===== src/logic/pts_consts.svh =====
`ifndef PTS_CONSTS_SVH
`define PTS_CONSTS_SVH

// bus command codes
`define PTS_CMD_IO_RD       4'h2
`define PTS_CMD_IO_WR       4'h3
`define PTS_CMD_MEM_RD      4'h6
`define PTS_CMD_MEM_WR      4'h7
`define PTS_CMD_CFG_RD      4'ha
`define PTS_CMD_CFG_WR      4'hb
`define PTS_CMD_MEM_RD_MULT 4'hc
`define PTS_CMD_MEM_RD_LINE 4'he
`define PTS_CMD_MEM_WR_INV  4'hf

// configuration space offsets (dword indices)
`define PTS_CFG_ID          6'h00
`define PTS_CFG_CMDSTAT     6'h01
`define PTS_CFG_IOBAR       6'h04
`define PTS_CFG_MEMBAR      6'h05

// field positions
`define PTS_CMD_IO_SPACE_ENABLE_BIT    0
`define PTS_CMD_MEMORY_SPACE_ENABLE_BIT   1
`define PTS_STAT_FBB_BIT    23
`define PTS_DWORD_IO_MODE_BIT        28

// window sizes, as address bit counts
`define PTS_IO_WIN_BITS     5
`define PTS_MEM_WIN_BITS    12

// register offsets inside the window
`define PTS_SOFT_RESET_OFS  12'h014
`define PTS_SOFT_RESET_DW   12'h018
`define PTS_INDIRECT_LIMIT  12'h020

// timing counts in clocks
`define PTS_BUSY_LIMIT      5'd16
`define PTS_CFG_TRDY_DLY    3'd2

// reset values
`define PTS_CMD_RESET       2'h0
`define PTS_BAR_RESET       32'h0000_0000

`endif


===== src/logic/pts_pkg.sv =====
package pts_pkg;
    typedef enum logic [5:0] {
        PTS_IDLE  = 6'b000001,
        PTS_DECOD = 6'b000010,
        PTS_WAIT  = 6'b000100,
        PTS_DATA  = 6'b001000,
        PTS_STOP  = 6'b010000,
        PTS_TURN  = 6'b100000
    } pts_state_t;

    typedef enum logic [1:0] {
        PTS_SP_CFG = 2'h0,
        PTS_SP_IO  = 2'h1,
        PTS_SP_MEM = 2'h2
    } pts_space_t;
endpackage


===== src/logic/pts_sync2.sv =====
`timescale 1ns/1ps
// two-stage synchroniser for a pin level
module pts_sync2 #(
    parameter int W = 1
) (
    input  wire logic         clk_sys,
    input  wire logic         arst_n,
    input  wire logic [W-1:0] d_in,
    output logic      [W-1:0] q_out
);
    logic [W-1:0] meta_ff;
    logic [W-1:0] q_ff;

    // first stage feeds only the second
    always_ff @(posedge clk_sys or negedge arst_n) begin
        if (!arst_n) begin
            meta_ff <= '0;
            q_ff    <= '0;
        end else begin
            meta_ff <= d_in;
            q_ff    <= meta_ff;
        end
    end

    assign q_out = q_ff;
endmodule


===== src/logic/pts_target.sv =====
`timescale 1ns/1ps
`include "pts_consts.svh"

//
// Notes on behaviour
// - claim io reads and io writes of all registers, including the reset register
// - memory read and write serve memory mapped register accesses
// - configuration read and write reach the configuration space
// - memory read multiple/line act as read, write invalidate acts as write
// - never claim a matching address with an unfitting command code
// - config claim needs idsel, config command and low address bits zero
// - config dword from address 7:2, bits 10:8 zero, 31:11 ignored
// - byte enables pick active bytes; 8, 16 and 32 bit transfers
// - devsel asserts two clocks after frame on every claimed cycle
// - config cycles fixed length, trdy on third data clock
// - config burst is disconnected after first data phase
// - config access during eeprom load ends with retry
// - fast back-to-back bit reads one; back-to-back address phase decoded
// - io or memory decode only after its space enable is set
// - io mode claims a 32-byte window at the io base
// - memory mode claims a 4096-byte window at the memory base
// - all 32 address lines decide the internal resource
// - lowest 32 offsets disconnect bursts; higher offsets may burst
// - reset register read has a side effect; host must not prefetch there
// - slave wait states vary and are supplied by the register back end
// - access longer than 16 clocks gives retry with devsel held
// - burst disconnect asserts stop together with trdy
// - during eeprom load stop with devsel, trdy high, until cycle ends
module pts_target (
    input  wire logic        clk_sys,
    input  wire logic        arst_n,
    input  wire logic        frame_n,
    input  wire logic        irdy_n,
    input  wire logic        idsel,
    input  wire logic [3:0]  cbe_n,
    input  wire logic [31:0] ad_in,
    output logic      [31:0] ad_out,
    output logic             ad_oe_n,
    output logic             devsel_n_out,
    output logic             devsel_oe_n,
    output logic             trdy_n_out,
    output logic             trdy_oe_n,
    output logic             stop_n_out,
    output logic             stop_oe_n,
    input  wire logic        eeprom_busy,
    output logic             reg_req,
    output logic             reg_wr,
    output logic             reg_mem,
    output logic [11:0]      reg_addr,
    output logic [3:0]       reg_be,
    output logic [31:0]      reg_wdata,
    input  wire logic        reg_ack,
    input  wire logic [31:0] reg_rdata,
    output logic             soft_reset_trigger,
    output logic             io_space_enable,
    output logic             memory_space_enable,
    input  wire logic        dword_io_mode
);
    // ----------------------------------------------------------------
    // pin synchronisers
    // ----------------------------------------------------------------
    logic        frame_s;
    logic        irdy_s;
    logic        idsel_s;
    logic        ee_s;
    logic [3:0]  cbe_s;
    logic [31:0] ad_s;

    pts_sync2 #(.W(40)) u_sync (
        .clk_sys (clk_sys),
        .arst_n  (arst_n),
        .d_in    ({~frame_n, ~irdy_n, idsel, eeprom_busy, ~cbe_n, ad_in}),
        .q_out   ({frame_s, irdy_s, idsel_s, ee_s, cbe_s, ad_s})
    );

    // ----------------------------------------------------------------
    // state declarations
    // ----------------------------------------------------------------
    pts_pkg::pts_state_t st_ff, nxt_st;
    pts_pkg::pts_space_t sp_ff, nxt_sp;
    logic        frame_d_ff, nxt_frame_d;
    logic        wr_ff, nxt_wr;
    logic [11:0] ofs_ff, nxt_ofs;
    logic [4:0]  cnt_ff, nxt_cnt;
    logic        retry_ff, nxt_retry;
    logic        disc_ff, nxt_disc;
    logic [1:0]  cmd_ff, nxt_cmd;
    logic [31:0] iobar_ff, nxt_iobar;
    logic [31:0] membar_ff, nxt_membar;
    logic [31:0] rdata_ff, nxt_rdata;
    logic        devsel_ff, nxt_devsel;
    logic        trdy_ff, nxt_trdy;
    logic        stop_ff, nxt_stop;
    logic        oe_ff, nxt_oe;
    logic        srst_ff, nxt_srst;

    // ----------------------------------------------------------------
    // address phase decode
    // ----------------------------------------------------------------
    logic        addr_phase;
    logic        is_cfg, is_io, is_mem, io_hit, mem_hit, cfg_hit, rd_cmd;
    logic [3:0]  cmd;

    // address phase is a fresh frame edge, even right after another target
    // back-to-back decode
    assign addr_phase = frame_s && !frame_d_ff && st_ff == pts_pkg::PTS_IDLE;
    assign cmd        = ~cbe_s;  // command code is the raw pin level, not inverted
    assign is_mem = cmd == `PTS_CMD_MEM_RD || cmd == `PTS_CMD_MEM_RD_MULT || cmd == `PTS_CMD_MEM_RD_LINE
                 || cmd == `PTS_CMD_MEM_WR || cmd == `PTS_CMD_MEM_WR_INV;
    assign is_io  = cmd == `PTS_CMD_IO_RD || cmd == `PTS_CMD_IO_WR;
    assign is_cfg = cmd == `PTS_CMD_CFG_RD || cmd == `PTS_CMD_CFG_WR;
    assign rd_cmd = !cmd[0];
    assign cfg_hit = idsel_s && is_cfg && ad_s[1:0] == 2'h0 && ad_s[10:8] == 3'h0;
    // io window on all 32 lines
    assign io_hit  = cmd_ff[`PTS_CMD_IO_SPACE_ENABLE_BIT] && is_io
                  && ad_s[31:`PTS_IO_WIN_BITS] == iobar_ff[31:`PTS_IO_WIN_BITS];
    assign mem_hit = cmd_ff[`PTS_CMD_MEMORY_SPACE_ENABLE_BIT] && is_mem
                  && ad_s[31:`PTS_MEM_WIN_BITS] == membar_ff[31:`PTS_MEM_WIN_BITS];

    // ----------------------------------------------------------------
    // transaction state machine
    // ----------------------------------------------------------------
    // next state and bus outputs, registered below
    always_comb begin
        nxt_st      = st_ff;
        nxt_sp      = sp_ff;
        nxt_frame_d = frame_s;
        nxt_wr      = wr_ff;
        nxt_ofs     = ofs_ff;
        nxt_cnt     = cnt_ff;
        nxt_retry   = retry_ff;
        nxt_disc    = disc_ff;
        nxt_cmd     = cmd_ff;
        nxt_iobar   = iobar_ff;
        nxt_membar  = membar_ff;
        nxt_rdata   = rdata_ff;
        nxt_devsel  = devsel_ff;
        nxt_trdy    = 1'b0;
        nxt_stop    = stop_ff;
        nxt_oe      = oe_ff;
        nxt_srst    = 1'b0;
        case (st_ff)
            pts_pkg::PTS_IDLE: begin
                nxt_cnt = 5'd0;
                if (addr_phase && (cfg_hit || io_hit || mem_hit)) begin
                    nxt_st    = pts_pkg::PTS_DECOD;
                    nxt_sp    = cfg_hit ? pts_pkg::PTS_SP_CFG : (io_hit ? pts_pkg::PTS_SP_IO : pts_pkg::PTS_SP_MEM);
                    nxt_wr    = !rd_cmd;
                    // io offset is kept inside the 32-byte window, base bits dropped
                    nxt_ofs   = cfg_hit ? {4'h0, ad_s[7:2], 2'h0} : (io_hit ? {7'h0, ad_s[4:0]} : ad_s[11:0]);
                    nxt_retry = ee_s;
                end
            end
            pts_pkg::PTS_DECOD: begin
                // devsel on second clock after frame
                nxt_devsel = 1'b1;
                nxt_oe     = !wr_ff;
                nxt_st     = pts_pkg::PTS_WAIT;
                // no burst in config or low offsets
                nxt_disc   = sp_ff == pts_pkg::PTS_SP_CFG || ofs_ff < `PTS_INDIRECT_LIMIT;
            end
            pts_pkg::PTS_WAIT: begin
                nxt_cnt = cnt_ff + 5'd1;
                if (retry_ff) begin
                    // stop with devsel, trdy held off
                    nxt_stop = 1'b1;
                    nxt_st   = pts_pkg::PTS_STOP;
                end else if (cnt_ff == `PTS_BUSY_LIMIT - 5'd2) begin
                    nxt_stop = 1'b1;
                    nxt_st   = pts_pkg::PTS_STOP;
                end else if (sp_ff == pts_pkg::PTS_SP_CFG) begin
                    // fixed length config, trdy on third data clock
                    if (cnt_ff == {2'h0, `PTS_CFG_TRDY_DLY} - 5'd1 && irdy_s) begin
                        nxt_trdy = 1'b1;
                        // stop with trdy when frame still up
                        nxt_stop = frame_s && disc_ff;
                        nxt_st   = pts_pkg::PTS_DATA;
                        case (ofs_ff[7:2])
                            `PTS_CFG_CMDSTAT: nxt_rdata = {8'h0, 8'h80, 14'h0, cmd_ff};
                            `PTS_CFG_IOBAR:   nxt_rdata = {iobar_ff[31:5], 5'h01};
                            `PTS_CFG_MEMBAR:  nxt_rdata = {membar_ff[31:12], 12'h000};
                            default:          nxt_rdata = 32'h0000_0000;
                        endcase
                        if (wr_ff) begin
                            case (ofs_ff[7:2])
                                `PTS_CFG_CMDSTAT: if (cbe_s[0]) nxt_cmd = ad_s[1:0];
                                `PTS_CFG_IOBAR: begin
                                    for (int b = 0; b < 4; b++) if (cbe_s[b]) nxt_iobar[b*8 +: 8] = ad_s[b*8 +: 8];
                                end
                                `PTS_CFG_MEMBAR: begin
                                    for (int b = 0; b < 4; b++) if (cbe_s[b]) nxt_membar[b*8 +: 8] = ad_s[b*8 +: 8];
                                end
                                default: nxt_cmd = cmd_ff;
                            endcase
                        end
                    end
                end else if (reg_ack) begin
                    // back end sets the wait states
                    nxt_trdy  = 1'b1;
                    nxt_stop  = frame_s && disc_ff;
                    nxt_rdata = reg_rdata;
                    nxt_st    = pts_pkg::PTS_DATA;
                    // reading reset register fires its side effect
                    nxt_srst  = !wr_ff && ofs_ff == (dword_io_mode ? `PTS_SOFT_RESET_DW : `PTS_SOFT_RESET_OFS);
                end
            end
            pts_pkg::PTS_DATA: begin
                if (!irdy_s) begin
                    nxt_trdy = 1'b1;  // master still waiting
                end else if (!frame_s) begin
                    nxt_st   = pts_pkg::PTS_TURN;
                    nxt_stop = 1'b0;
                end else if (disc_ff || stop_ff) begin
                    nxt_stop = 1'b1;
                    nxt_st   = pts_pkg::PTS_STOP;
                end else begin
                    // burst above indirect area: next data phase
                    nxt_ofs = ofs_ff + 12'h004;
                    nxt_cnt = 5'd0;
                    nxt_st  = pts_pkg::PTS_WAIT;
                end
            end
            pts_pkg::PTS_STOP: begin
                // stop stays until master drops frame
                if (!frame_s) begin
                    nxt_stop = 1'b0;
                    nxt_st   = pts_pkg::PTS_TURN;
                end
            end
            pts_pkg::PTS_TURN: begin
                nxt_devsel = 1'b0;
                nxt_stop   = 1'b0;
                nxt_oe     = 1'b0;
                nxt_retry  = 1'b0;
                nxt_st     = pts_pkg::PTS_IDLE;
            end
            default: nxt_st = pts_pkg::PTS_IDLE;
        endcase
    end

    // registers only
    always_ff @(posedge clk_sys or negedge arst_n) begin
        if (!arst_n) begin
            st_ff      <= pts_pkg::PTS_IDLE;
            sp_ff      <= pts_pkg::PTS_SP_CFG;
            frame_d_ff <= 1'b0;
            wr_ff      <= 1'b0;
            ofs_ff     <= 12'h000;
            cnt_ff     <= 5'd0;
            retry_ff   <= 1'b0;
            disc_ff    <= 1'b0;
            cmd_ff     <= `PTS_CMD_RESET;
            iobar_ff   <= `PTS_BAR_RESET;
            membar_ff  <= `PTS_BAR_RESET;
            rdata_ff   <= 32'h0000_0000;
            devsel_ff  <= 1'b0;
            trdy_ff    <= 1'b0;
            stop_ff    <= 1'b0;
            oe_ff      <= 1'b0;
            srst_ff    <= 1'b0;
        end else begin
            st_ff      <= nxt_st;
            sp_ff      <= nxt_sp;
            frame_d_ff <= nxt_frame_d;
            wr_ff      <= nxt_wr;
            ofs_ff     <= nxt_ofs;
            cnt_ff     <= nxt_cnt;
            retry_ff   <= nxt_retry;
            disc_ff    <= nxt_disc;
            cmd_ff     <= nxt_cmd;
            iobar_ff   <= nxt_iobar;
            membar_ff  <= nxt_membar;
            rdata_ff   <= nxt_rdata;
            devsel_ff  <= nxt_devsel;
            trdy_ff    <= nxt_trdy;
            stop_ff    <= nxt_stop;
            oe_ff      <= nxt_oe;
            srst_ff    <= nxt_srst;
        end
    end

    // ----------------------------------------------------------------
    // outputs
    // ----------------------------------------------------------------
    // register back end request: held while waiting on io or memory space
    assign reg_req   = st_ff == pts_pkg::PTS_WAIT && sp_ff != pts_pkg::PTS_SP_CFG && !retry_ff;
    assign reg_wr    = wr_ff;
    assign reg_mem   = sp_ff == pts_pkg::PTS_SP_MEM;
    assign reg_addr  = ofs_ff;
    assign reg_be    = cbe_s;
    assign reg_wdata = ad_s;

    // shared control lines are driven only while the cycle is ours
    assign ad_out       = rdata_ff;
    assign ad_oe_n      = !(oe_ff && devsel_ff);
    assign devsel_n_out = !devsel_ff;
    assign trdy_n_out   = !trdy_ff;
    assign stop_n_out   = !stop_ff;
    assign devsel_oe_n  = !(devsel_ff || st_ff == pts_pkg::PTS_TURN);
    assign trdy_oe_n    = devsel_oe_n;
    assign stop_oe_n    = devsel_oe_n;

    assign soft_reset_trigger  = srst_ff;
    assign io_space_enable     = cmd_ff[`PTS_CMD_IO_SPACE_ENABLE_BIT];
    assign memory_space_enable = cmd_ff[`PTS_CMD_MEMORY_SPACE_ENABLE_BIT];

    // ----------------------------------------------------------------
    // assertions
    // ----------------------------------------------------------------
    a_devsel_timing: assert property (@(posedge clk_sys) disable iff (!arst_n)
        st_ff == pts_pkg::PTS_DECOD |=> devsel_ff) else $error("devsel late");
    a_retry_no_trdy: assert property (@(posedge clk_sys) disable iff (!arst_n)
        (retry_ff && devsel_ff) |-> !trdy_ff) else $error("trdy during eeprom retry");
    a_retry_stop: assert property (@(posedge clk_sys) disable iff (!arst_n)
        (st_ff == pts_pkg::PTS_WAIT && retry_ff) |=> stop_ff && devsel_ff) else $error("no retry stop");
    a_busy_limit: assert property (@(posedge clk_sys) disable iff (!arst_n)
        st_ff == pts_pkg::PTS_DECOD |-> ##[1:17] (trdy_ff || stop_ff)) else $error("busy over limit");
    a_io_enable: assert property (@(posedge clk_sys) disable iff (!arst_n)
        (st_ff == pts_pkg::PTS_DECOD && sp_ff == pts_pkg::PTS_SP_IO) |-> cmd_ff[`PTS_CMD_IO_SPACE_ENABLE_BIT])
        else $error("io claimed while disabled");
    a_cfg_length: assert property (@(posedge clk_sys) disable iff (!arst_n)
        (st_ff == pts_pkg::PTS_DECOD && sp_ff == pts_pkg::PTS_SP_CFG && !retry_ff && irdy_s)
        |=> ##2 (trdy_ff || !irdy_s)) else $error("config trdy off");
    a_low_disc: assert property (@(posedge clk_sys) disable iff (!arst_n)
        (trdy_ff && disc_ff && frame_s && irdy_s && st_ff == pts_pkg::PTS_DATA) |=> stop_ff)
        else $error("low offset burst not stopped");
    a_stop_hold: assert property (@(posedge clk_sys) disable iff (!arst_n)
        (st_ff == pts_pkg::PTS_STOP && frame_s) |=> stop_ff) else $error("stop dropped early");
    a_srst_pulse: assert property (@(posedge clk_sys) disable iff (!arst_n)
        srst_ff |-> !wr_ff && $past(st_ff) == pts_pkg::PTS_WAIT) else $error("reset reg on write");

    c_cfg_cycle: cover property (@(posedge clk_sys) disable iff (!arst_n)
        sp_ff == pts_pkg::PTS_SP_CFG && trdy_ff);
    c_mem_burst: cover property (@(posedge clk_sys) disable iff (!arst_n)
        sp_ff == pts_pkg::PTS_SP_MEM && trdy_ff && !disc_ff ##[1:20] trdy_ff);
    c_retry: cover property (@(posedge clk_sys) disable iff (!arst_n) retry_ff && stop_ff);
endmodule


===== config.mk =====
export PLATFORM = sky130hd
export DESIGN_NAME = pts_target
export DESIGN_NICKNAME = d
export VERILOG_FILES = /design/src/logic/pts_pkg.sv /design/src/logic/pts_sync2.sv /design/src/logic/pts_target.sv
export VERILOG_INCLUDE_DIRS = /design/src /design/src/logic
export SDC_FILE = /design/constraint.sdc
export NUM_CORES = 1
export LEC_CHECK = 0
export ABC_AREA = 1
export BUFFER_PORTS_ARGS = -buffer_cell sky130_fd_sc_hd__buf_2
export CORE_MARGIN = 10
export CORE_UTILIZATION = 25
export DETAILED_ROUTE_END_ITERATION = 7
export GPL_ROUTABILITY_DRIVEN = 0
export PLACE_DENSITY = 0.46
export SYNTH_ARGS = -nofsm -noshare
export SYNTH_HDL_FRONTEND = slang
export SYNTH_HIERARCHICAL = 1
export SYNTH_SLANG_ARGS = --single-unit

===== constraint.sdc =====
create_clock -name clk_sys -period 2.4 [get_ports clk_sys]
set_input_delay 0.36 -clock clk_sys [delete_from_list [all_inputs] [get_ports clk_sys]]
set_output_delay 0.36 -clock clk_sys [all_outputs]
set_load 0.01 [all_outputs]

==> flow_summary.json, run 1 <==
{
  "worstMarginPinSlew_ns": 0.5047,
  "antenna_cells": 0,
  "worstPathArrival_ns": 1.85,
  "setup_ws_ns": 0.1938,
  "antenna_found_initial": 0,
  "synth_seq_cells": 195,
  "regToRegStartpoint": "cnt_ff[0]$_DFFE_PN0P_",
  "port_buffers": 168,
  "status": "complete, no violations",
  "yosysWarnings": 6,
  "globalRoute.totalOverflow": 0,
  "pre_cts_ws_ns": 0.3237,
  "post_dp_cell_area_um2": 10180,
  "synth_edf_count": 0,
  "insertion_delay_ns": 0.45,
  "yosysMostFrequentCell": "nand2_1",
  "synthCells": 991,
  "area_growth_syn_to_layout_pct": 25.95,
  "syn_avg_cell_area_um2": 8.800,
  "grt_max_degree": 54,
  "num_vias": 7218,
  "reg2reg_depth": 10,
  "final_cell_area_um2": 10980,
  "cellLeakagePower_nw": 5.380,
  "critPathCapture": "trdy_oe_n",
  "viasPerCell": 4.327,
  "netlist.area_leader.share": 0.5567,
  "holdWs_ns": 0.02286,
  "setup-violations-final": 0,
  "core_area_um2": 34460,
  "hold_violations": 0,
  "die_h_um": 206.8,
  "critPathLaunchType": "flop",
  "rows": 68,
  "die_x_um": 206.8,
  "skew_ns": 0.01577,
  "synth_seq_area_share": 0.5597,
  "cts.clk_slew.worst_paths_ns": 0.07,
  "r2r_end": "iobar_ff[27]$_DFFE_PN0P_",
  "cts_setup_buffers": 0,
  "dp_hpwl_um": 21720,
  "period_needed_ns": 2.206,
  "fin_crit_sh": 0.9193,
  "grt_pass1_wl_um": 43370,
  "fill_cells": 3646,
  "totalWireLength_um": 28240,
  "dpl.cell_count": 1613,
  "cp_data_required_time_ns": 2.04,
  "grt_pass1_vias": 7379,
  "rsz0062_at_grt": "no",
  "async_flop_share": 1.000,
  "r2r_setup_slack_ns": 0.29,
  "postRouteAntennaNets": 0,
  "slew_headroom": 0.6636,
  "critPathCaptureType": "output pin",
  "track_usage": 0.1330,
  "hold_path_class": "in2reg",
  "ys.flop_type": "dfrtp_1",
  "p_total_mw": 7.430,
  "ys_types": 42,
  "synth_common_cells": "nand2_1 (276), dfrtp_1 (194), inv_1 (105)",
  "max_cap_viol_count": 0,
  "yosys.area.top_type": "dfrtp_1",
  "netlist_area_um2": 8721,
  "synthTopCellsByArea": "dfrtp_1 (56%), nand2_1 (12%), inv_1 (4.5%)",
  "peakVddDrop_v": 0.0004950,
  "wl_per_cell_um": 16.93,
  "cts_tree": "done",
  "htree_levels": 4,
  "power_density_nw_per_um2": 676.4,
  "cts_buffers": 17,
  "dieArea_um2": 42750,
  "finalNonFillerCells": 1668,
  "cts.sinks": 195,
  "critPathMaxFanout": 4,
  "drc_errors": 0,
  "ctsRootBufferMaster": "clkbuf_16",
  "drv_slew": 0,
  "dr.pass1.iters": 5,
  "path_class": "reg2out",
  "setup.worst_path.start": "st_ff[2]$_DFFE_PN0P_",
  "drt-initial-drc-count": 335,
  "fmax_mhz": 453.3,
  "finalSetupTns_ns": 0,
  "syn_nets": 1073,
  "num-nets-final": 1282,
  "drive_gt1_frac": 0.2514,
  "post-route-util": 0.3188,
  "clk_path_buf_depth": 2,
  "start_util": 0.2531,
  "ios": 169
}
-- registers in the layout, summed over array words and instances, names as in the netlist --
name,cells
u_sync/meta_ff,40
u_sync/q_out,40
ad_out,32
iobar_ff,27
membar_ff,20
reg_addr,12
st_ff,6
cnt_ff,5
cmd_ff,2
sp_ff,2
devsel_ff,1
disc_ff,1
frame_d_ff,1
oe_ff,1
reg_wr,1
retry_ff,1
soft_reset_trigger,1
stop_ff,1
trdy_ff,1
-- layer usage --
metal	share of wire	vias up	global-route usage	wire (um)
met5	0	-	0	0
met4	0.019	0	0.04450	523
met3	0.048	27	0.02559	1343
met2	0.45	168	0.2035	12620
met1	0.49	3414	0.1847	13760
li1	-	3609	-	-
-- cells in the final DEF, fill, tap and decap left out, types with 2 or more instances in the layout --
cell           netlist  final
xnor2_1              6      6
nand3_2              2      2
o21ai_0             30     30
nand2_1            276    276
buf_12               0      4
inv_2               23     24
nor3_1              12     12
clkinv_4             0      3
a31oi_1              2      2
buf_2                3    167
o21ai_1             14     14
nor4_1               4      4
ha_1                 6      6
buf_4                4     21
nor2_4               3      3
nand4_4              2      2
dfrtp_1            194    194
xor2_1               5      5
nand4_1             15     15
o21ai_2             31     31
clkinv_2             0      3
clkbuf_16            0     17
nor2_2               2      3
nand2_2             10     10
clkinv_1             2      2
o22ai_1             28     28
nor2_1              75     74
dlygate4sd3_1        0     23
nand3_1             45     45
inv_6                0      7
a21oi_1             60     60
inv_1              105    104
-- worst min-delay path by stage --
| stage | start | to | slack, ns | cells after the start |
|---|---|---|---|---|
| after floorplan | arst_n | ad_out[0]$_DFFE_PN0P_ | 0.06 | 0 |
| after CTS | ad_in[13] | u_sync/meta_ff[13]$_DFF_PN0_ | 0.0009 | 1 |
| after global routing | ad_in[22] | u_sync/meta_ff[22]$_DFF_PN0_ | 0.007 | 1 |
| after detailed placement | u_sync/meta_ff[11]$_DFF_PN0_ | u_sync/q_out[11]$_DFF_PN0_ | 0.33 | 0 |
| after global placement | u_sync/meta_ff[25]$_DFF_PN0_ | u_sync/q_out[25]$_DFF_PN0_ | 0.33 | 0 |
| final | ad_in[13] | u_sync/meta_ff[13]$_DFF_PN0_ | 0.02 | 1 |
-- cells by family after synthesis --
logic type,Yosys count,share of synthesized area
DFF,195,0.5597
xor gates and xnor gates,11,0.01105
AOI/OAI and AO/OA,172,0.1191
adders and majority gates,6,0.008608
and+or+nand+nor,451,0.2232
buffers and inverters,156,0.07834
-- layout make-up --
cell class / instances / area, um^2 / area share
clock buffers: 17 / 425.4 / 0.03873
flip-flops and latches: 195 / 4881 / 0.4444
clock inverters: 15 / 143.9 / 0.01310
repair buffers: 216 / 1318 / 0.1199
multi-input cells: 640 / 3159 / 0.2876
inverters: 130 / 488.0 / 0.04442
well taps: 455 / 569.3 / 0.05183
-- power breakdown --
group | switching, mW | internal (mW)
clock network | 1.39 | 1.46
registers | 0.200 | 3.43
logic | 0.586 | 0.355
total | 2.18 | 5.25
-- worst max-delay path: stages, from the launching register on --
cell,delay (ns)
dfrtp_1,0.42
nor2_1,0.19
inv_1,0.08
nor2_1,0.15
nand3_1,0.21
inv_2,0.15
nor2_1,0.07
buf_2,0.14
-- what timing repair did --
item | CTS | global route
hold buffers | 23 | 0
gates resized for setup | 0 | 1
setup endpoints to repair | 0 | 3
endpoints found under the hold margin | 71 | 0
No activity file was read; power rests on OpenSTA's default activity.
==> run 2, diff against run 1 <==
--- a/config.mk
+++ b/config.mk
@@ -6,13 +6,13 @@
 export SDC_FILE = /design/constraint.sdc
 export NUM_CORES = 1
 export LEC_CHECK = 0
-export ABC_AREA = 1
-export BUFFER_PORTS_ARGS = -buffer_cell sky130_fd_sc_hd__buf_2
+export ABC_AREA = 0
 export CORE_MARGIN = 10
 export CORE_UTILIZATION = 25
 export DETAILED_ROUTE_END_ITERATION = 7
+export DONT_BUFFER_PORTS = 1
 export GPL_ROUTABILITY_DRIVEN = 0
-export PLACE_DENSITY = 0.46
+export PLACE_DENSITY = 0.42
 export SYNTH_ARGS = -nofsm -noshare
 export SYNTH_HDL_FRONTEND = slang
 export SYNTH_HIERARCHICAL = 1
==> run 2 against run 1 <==
- the flow now finishes with violations (hold timing, setup timing)
- critical path depth did not move
- global-route usage up 0.58 points
- synthesized area is 4.4% lower
- non-clock buffer count down 45
- core utilization rose by 2.1 points
- setup slack got worse by 0.31 ns
- die area is 4.0% lower
- largest power group unchanged
- maximum frequency down 12%
- highest routed layer unchanged
==> flow_summary.json, run 2 <==
{
  "status": "finished with violations",
  "violations": "hold timing, setup timing",
  "rows": 66,
  "num_vias": 6127,
  "synthCells": 718,
  "hold_path_class": "in2async",
  "synth_edf_count": 0,
  "hold_violations": 195,
  "peakVddDrop_v": 0.0005320,
  "drc_errors": 0,
  "dr.pass1.iters": 4,
  "final_cell_mix": "dfrtp_1 (186), buf_4 (121), o21ai_0 (61), mux2_2 (52), nand2_1 (45)",
  "viasPerCell": 4.610,
  "die_x_um": 202.6,
  "slew_headroom": 0.5356,
  "critPathMaxFanout": 7,
  "max_cap_viol_count": 0,
  "ys.flop_type": "dfrtp_1",
  "totalWireLength_um": 28190,
  "core_area_um2": 32700,
  "dieArea_um2": 41040,
  "ctsRootBufferMaster": "clkbuf_16",
  "dpl.cell_count": 1246,
  "drv_slew": 0,
  "globalRoute.totalOverflow": 0,
  "hold_buffers": 40,
  "period_needed_ns": 2.520,
  "skew_ns": 0.01825,
  "yosys.area.top_type": "dfrtp_1",
  "track_usage": 0.1387,
  "path_cells": "xor2_2 > nor4_2 > nand4_1 > nand4b_1 > and3_4 > o31a_1 > o32a_1",
  "ys_types": 59,
  "antenna_found_initial": 3,
  "synth_seq_area_share": 0.5856,
  "path_class": "reg2reg",
  "cp.buffers_inverters": 0,
  "seqCellArea_um2": 4891,
  "syn_nets": 800,
  "cts.clk_slew.worst_paths_ns": 0.08,
  "htree_levels": 4,
  "dp_hpwl_um": 20850,
  "rsz0062_at_grt": "yes",
  "cts_tree": "done",
  "setup_ws_ns": -0.1197,
  "cp_slowest_cell": "dfrtp_1",
  "clk_path_buf_depth": 2,
  "power_density_nw_per_um2": 618.8,
  "area_growth_syn_to_layout_pct": 33.46,
  "setup-violations-final": 8,
  "die_h_um": 202.6,
  "ios": 169,
  "netlist_area_um2": 8335,
  "drt-initial-drc-count": 385,
  "critPathCaptureType": "flop",
  "grt_max_degree": 196,
  "synthTopCellsByArea": "dfrtp_1 (58%), mux2_2 (7.0%), xor2_1 (4.6%)",
  "critPathLaunchType": "flop",
  "cts_buffers": 17,
  "slowest_delay_ns": 0.42,
  "port_buffers": 0,
  "synth_common_cells": "dfrtp_1 (194), o21ai_0 (62), mux2_2 (52)",
  "worstMarginPinSlew_ns": 0.6894,
  "netlist.area_leader.share": 0.5824,
  "cts.sinks": 195,
  "fin_crit_sh": 1.050,
  "multi_input_area_um2": 3467,
  "fmax_mhz": 396.9,
  "wl_per_cell_um": 21.21,
  "finalNonFillerCells": 1329,
  "cellLeakagePower_nw": 5.093,
  "holdWs_ns": -0.3826,
  "cp_data_required_time_ns": 2.74,
  "postRouteAntennaNets": 0,
  "syn_avg_cell_area_um2": 11.61,
  "drive_gt1_frac": 0.3020,
  "insertion_delay_ns": 0.45,
  "synth_seq_cells": 195,
  "worstPathArrival_ns": 2.85,
  "fill_cells": 3348,
  "crit_family": "simple AND/OR/NAND/NOR gates",
  "yosysMostFrequentCell": "dfrtp_1",
  "grt_pass1_wl_um": 43140,
  "async_flop_share": 1.000,
  "final_common_cell": "dfrtp_1",
  "start_util": 0.2549,
  "yosysWarnings": 6,
  "num-nets-final": 953,
  "grt_pass1_vias": 6635
}
run 2: worst register-to-register path, stage by stage (launching register included):
cell,delay [ns]
dfrtp_1,0.42
xor2_2,0.21
nor4_2,0.35
nand4_1,0.15
nand4b_1,0.29
and3_4,0.22
o31a_1,0.37
o32a_1,0.39
run 2: cell families (layout without fill, tap and decap cells):
kind of cell               Yosys count  after routing  synth area share
AOI/OAI and AO/OA                  159            159            0.1258
and+or+nand+nor                    198            198            0.1279
xor gates and xnor gates            45             45           0.04728
other                                0              3                 0
adders and majority gates            6              6          0.009006
DFF                                195            195            0.5856
muxes                               56             56           0.07505
buffers and inverters               59            225           0.02942
run 2: final cells by class:
class,instances,area share
sequential,195,0.4397
multi-input combinational,464,0.3117
timing repair buffer,171,0.1341
tap,442,0.04971
clock buffer,19,0.03982
clock inverter,13,0.01698
inverter,22,0.007423
antenna,3,0.0006748
run 2: path summary, 6_finish.rpt:
path                                         startpoint                          end  slack, ns  cells past startpoint
max                             iobar_ff[5]$_DFFE_PN0P_      reg_addr[7]$_DFFE_PN0P_      -0.12                      7
min                                              arst_n  u_sync/meta_ff[4]$_DFF_PN0_      -0.38                      0
max reg2reg                     iobar_ff[5]$_DFFE_PN0P_      reg_addr[7]$_DFFE_PN0P_      -0.12                      7
min reg2reg                u_sync/meta_ff[24]$_DFF_PN0_   u_sync/q_out[24]$_DFF_PN0_       0.34                      0
max in group asynchronous                        arst_n         st_ff[0]$_DFFE_PN1P_       2.48                      0
min in group clk_sys                       reg_rdata[3]        ad_out[3]$_DFFE_PN0P_       0.05                      1
run 2: timing repair:
| action | 4_1_cts | 5_1_grt |
|---|---|---|
| setup buffers | 7 | 3 |
| pin swaps | 11 | 12 |
| endpoints found under the hold margin | 235 | 195 |
| gates cloned | 0 | 0 |
| setup endpoints to repair | 63 | 58 |
| gates resized for setup | 19 | 34 |
run 2: where the power goes:
group	leakage, nW	switching (mW)	internal, mW
combinational	2.27	0.164	0.171
sequential	2.52	0.0687	3.36
clock	0.306	1.41	1.71
run 2: metal layers:
layer,GRT usage,up-vias,wire length [um]
met4,0.05143,0,578
met2,0.2117,133,13030
met3,0.03726,30,1481
li1,-,2892,-
met5,0,-,0
met1,0.1843,3072,13110
run 2: stage by stage:
step	instance area, um^2	TNS [ns]	power [mW]	setup WS [ns]	util
2_1_floorplan	8335	0	3.586	0.08039	-
3_3_place_gp	9752	-7.871	3.758	-0.2241	0.2982
3_5_place_dp	9752	-9.126	3.757	-0.2114	0.2982
4_1_cts	10920	-0.1910	6.988	-0.04726	0.3338
5_1_grt	11120	-0.9763	7.156	-0.1485	0.3401
6_report	11120	-0.6076	6.884	-0.1197	0.3402
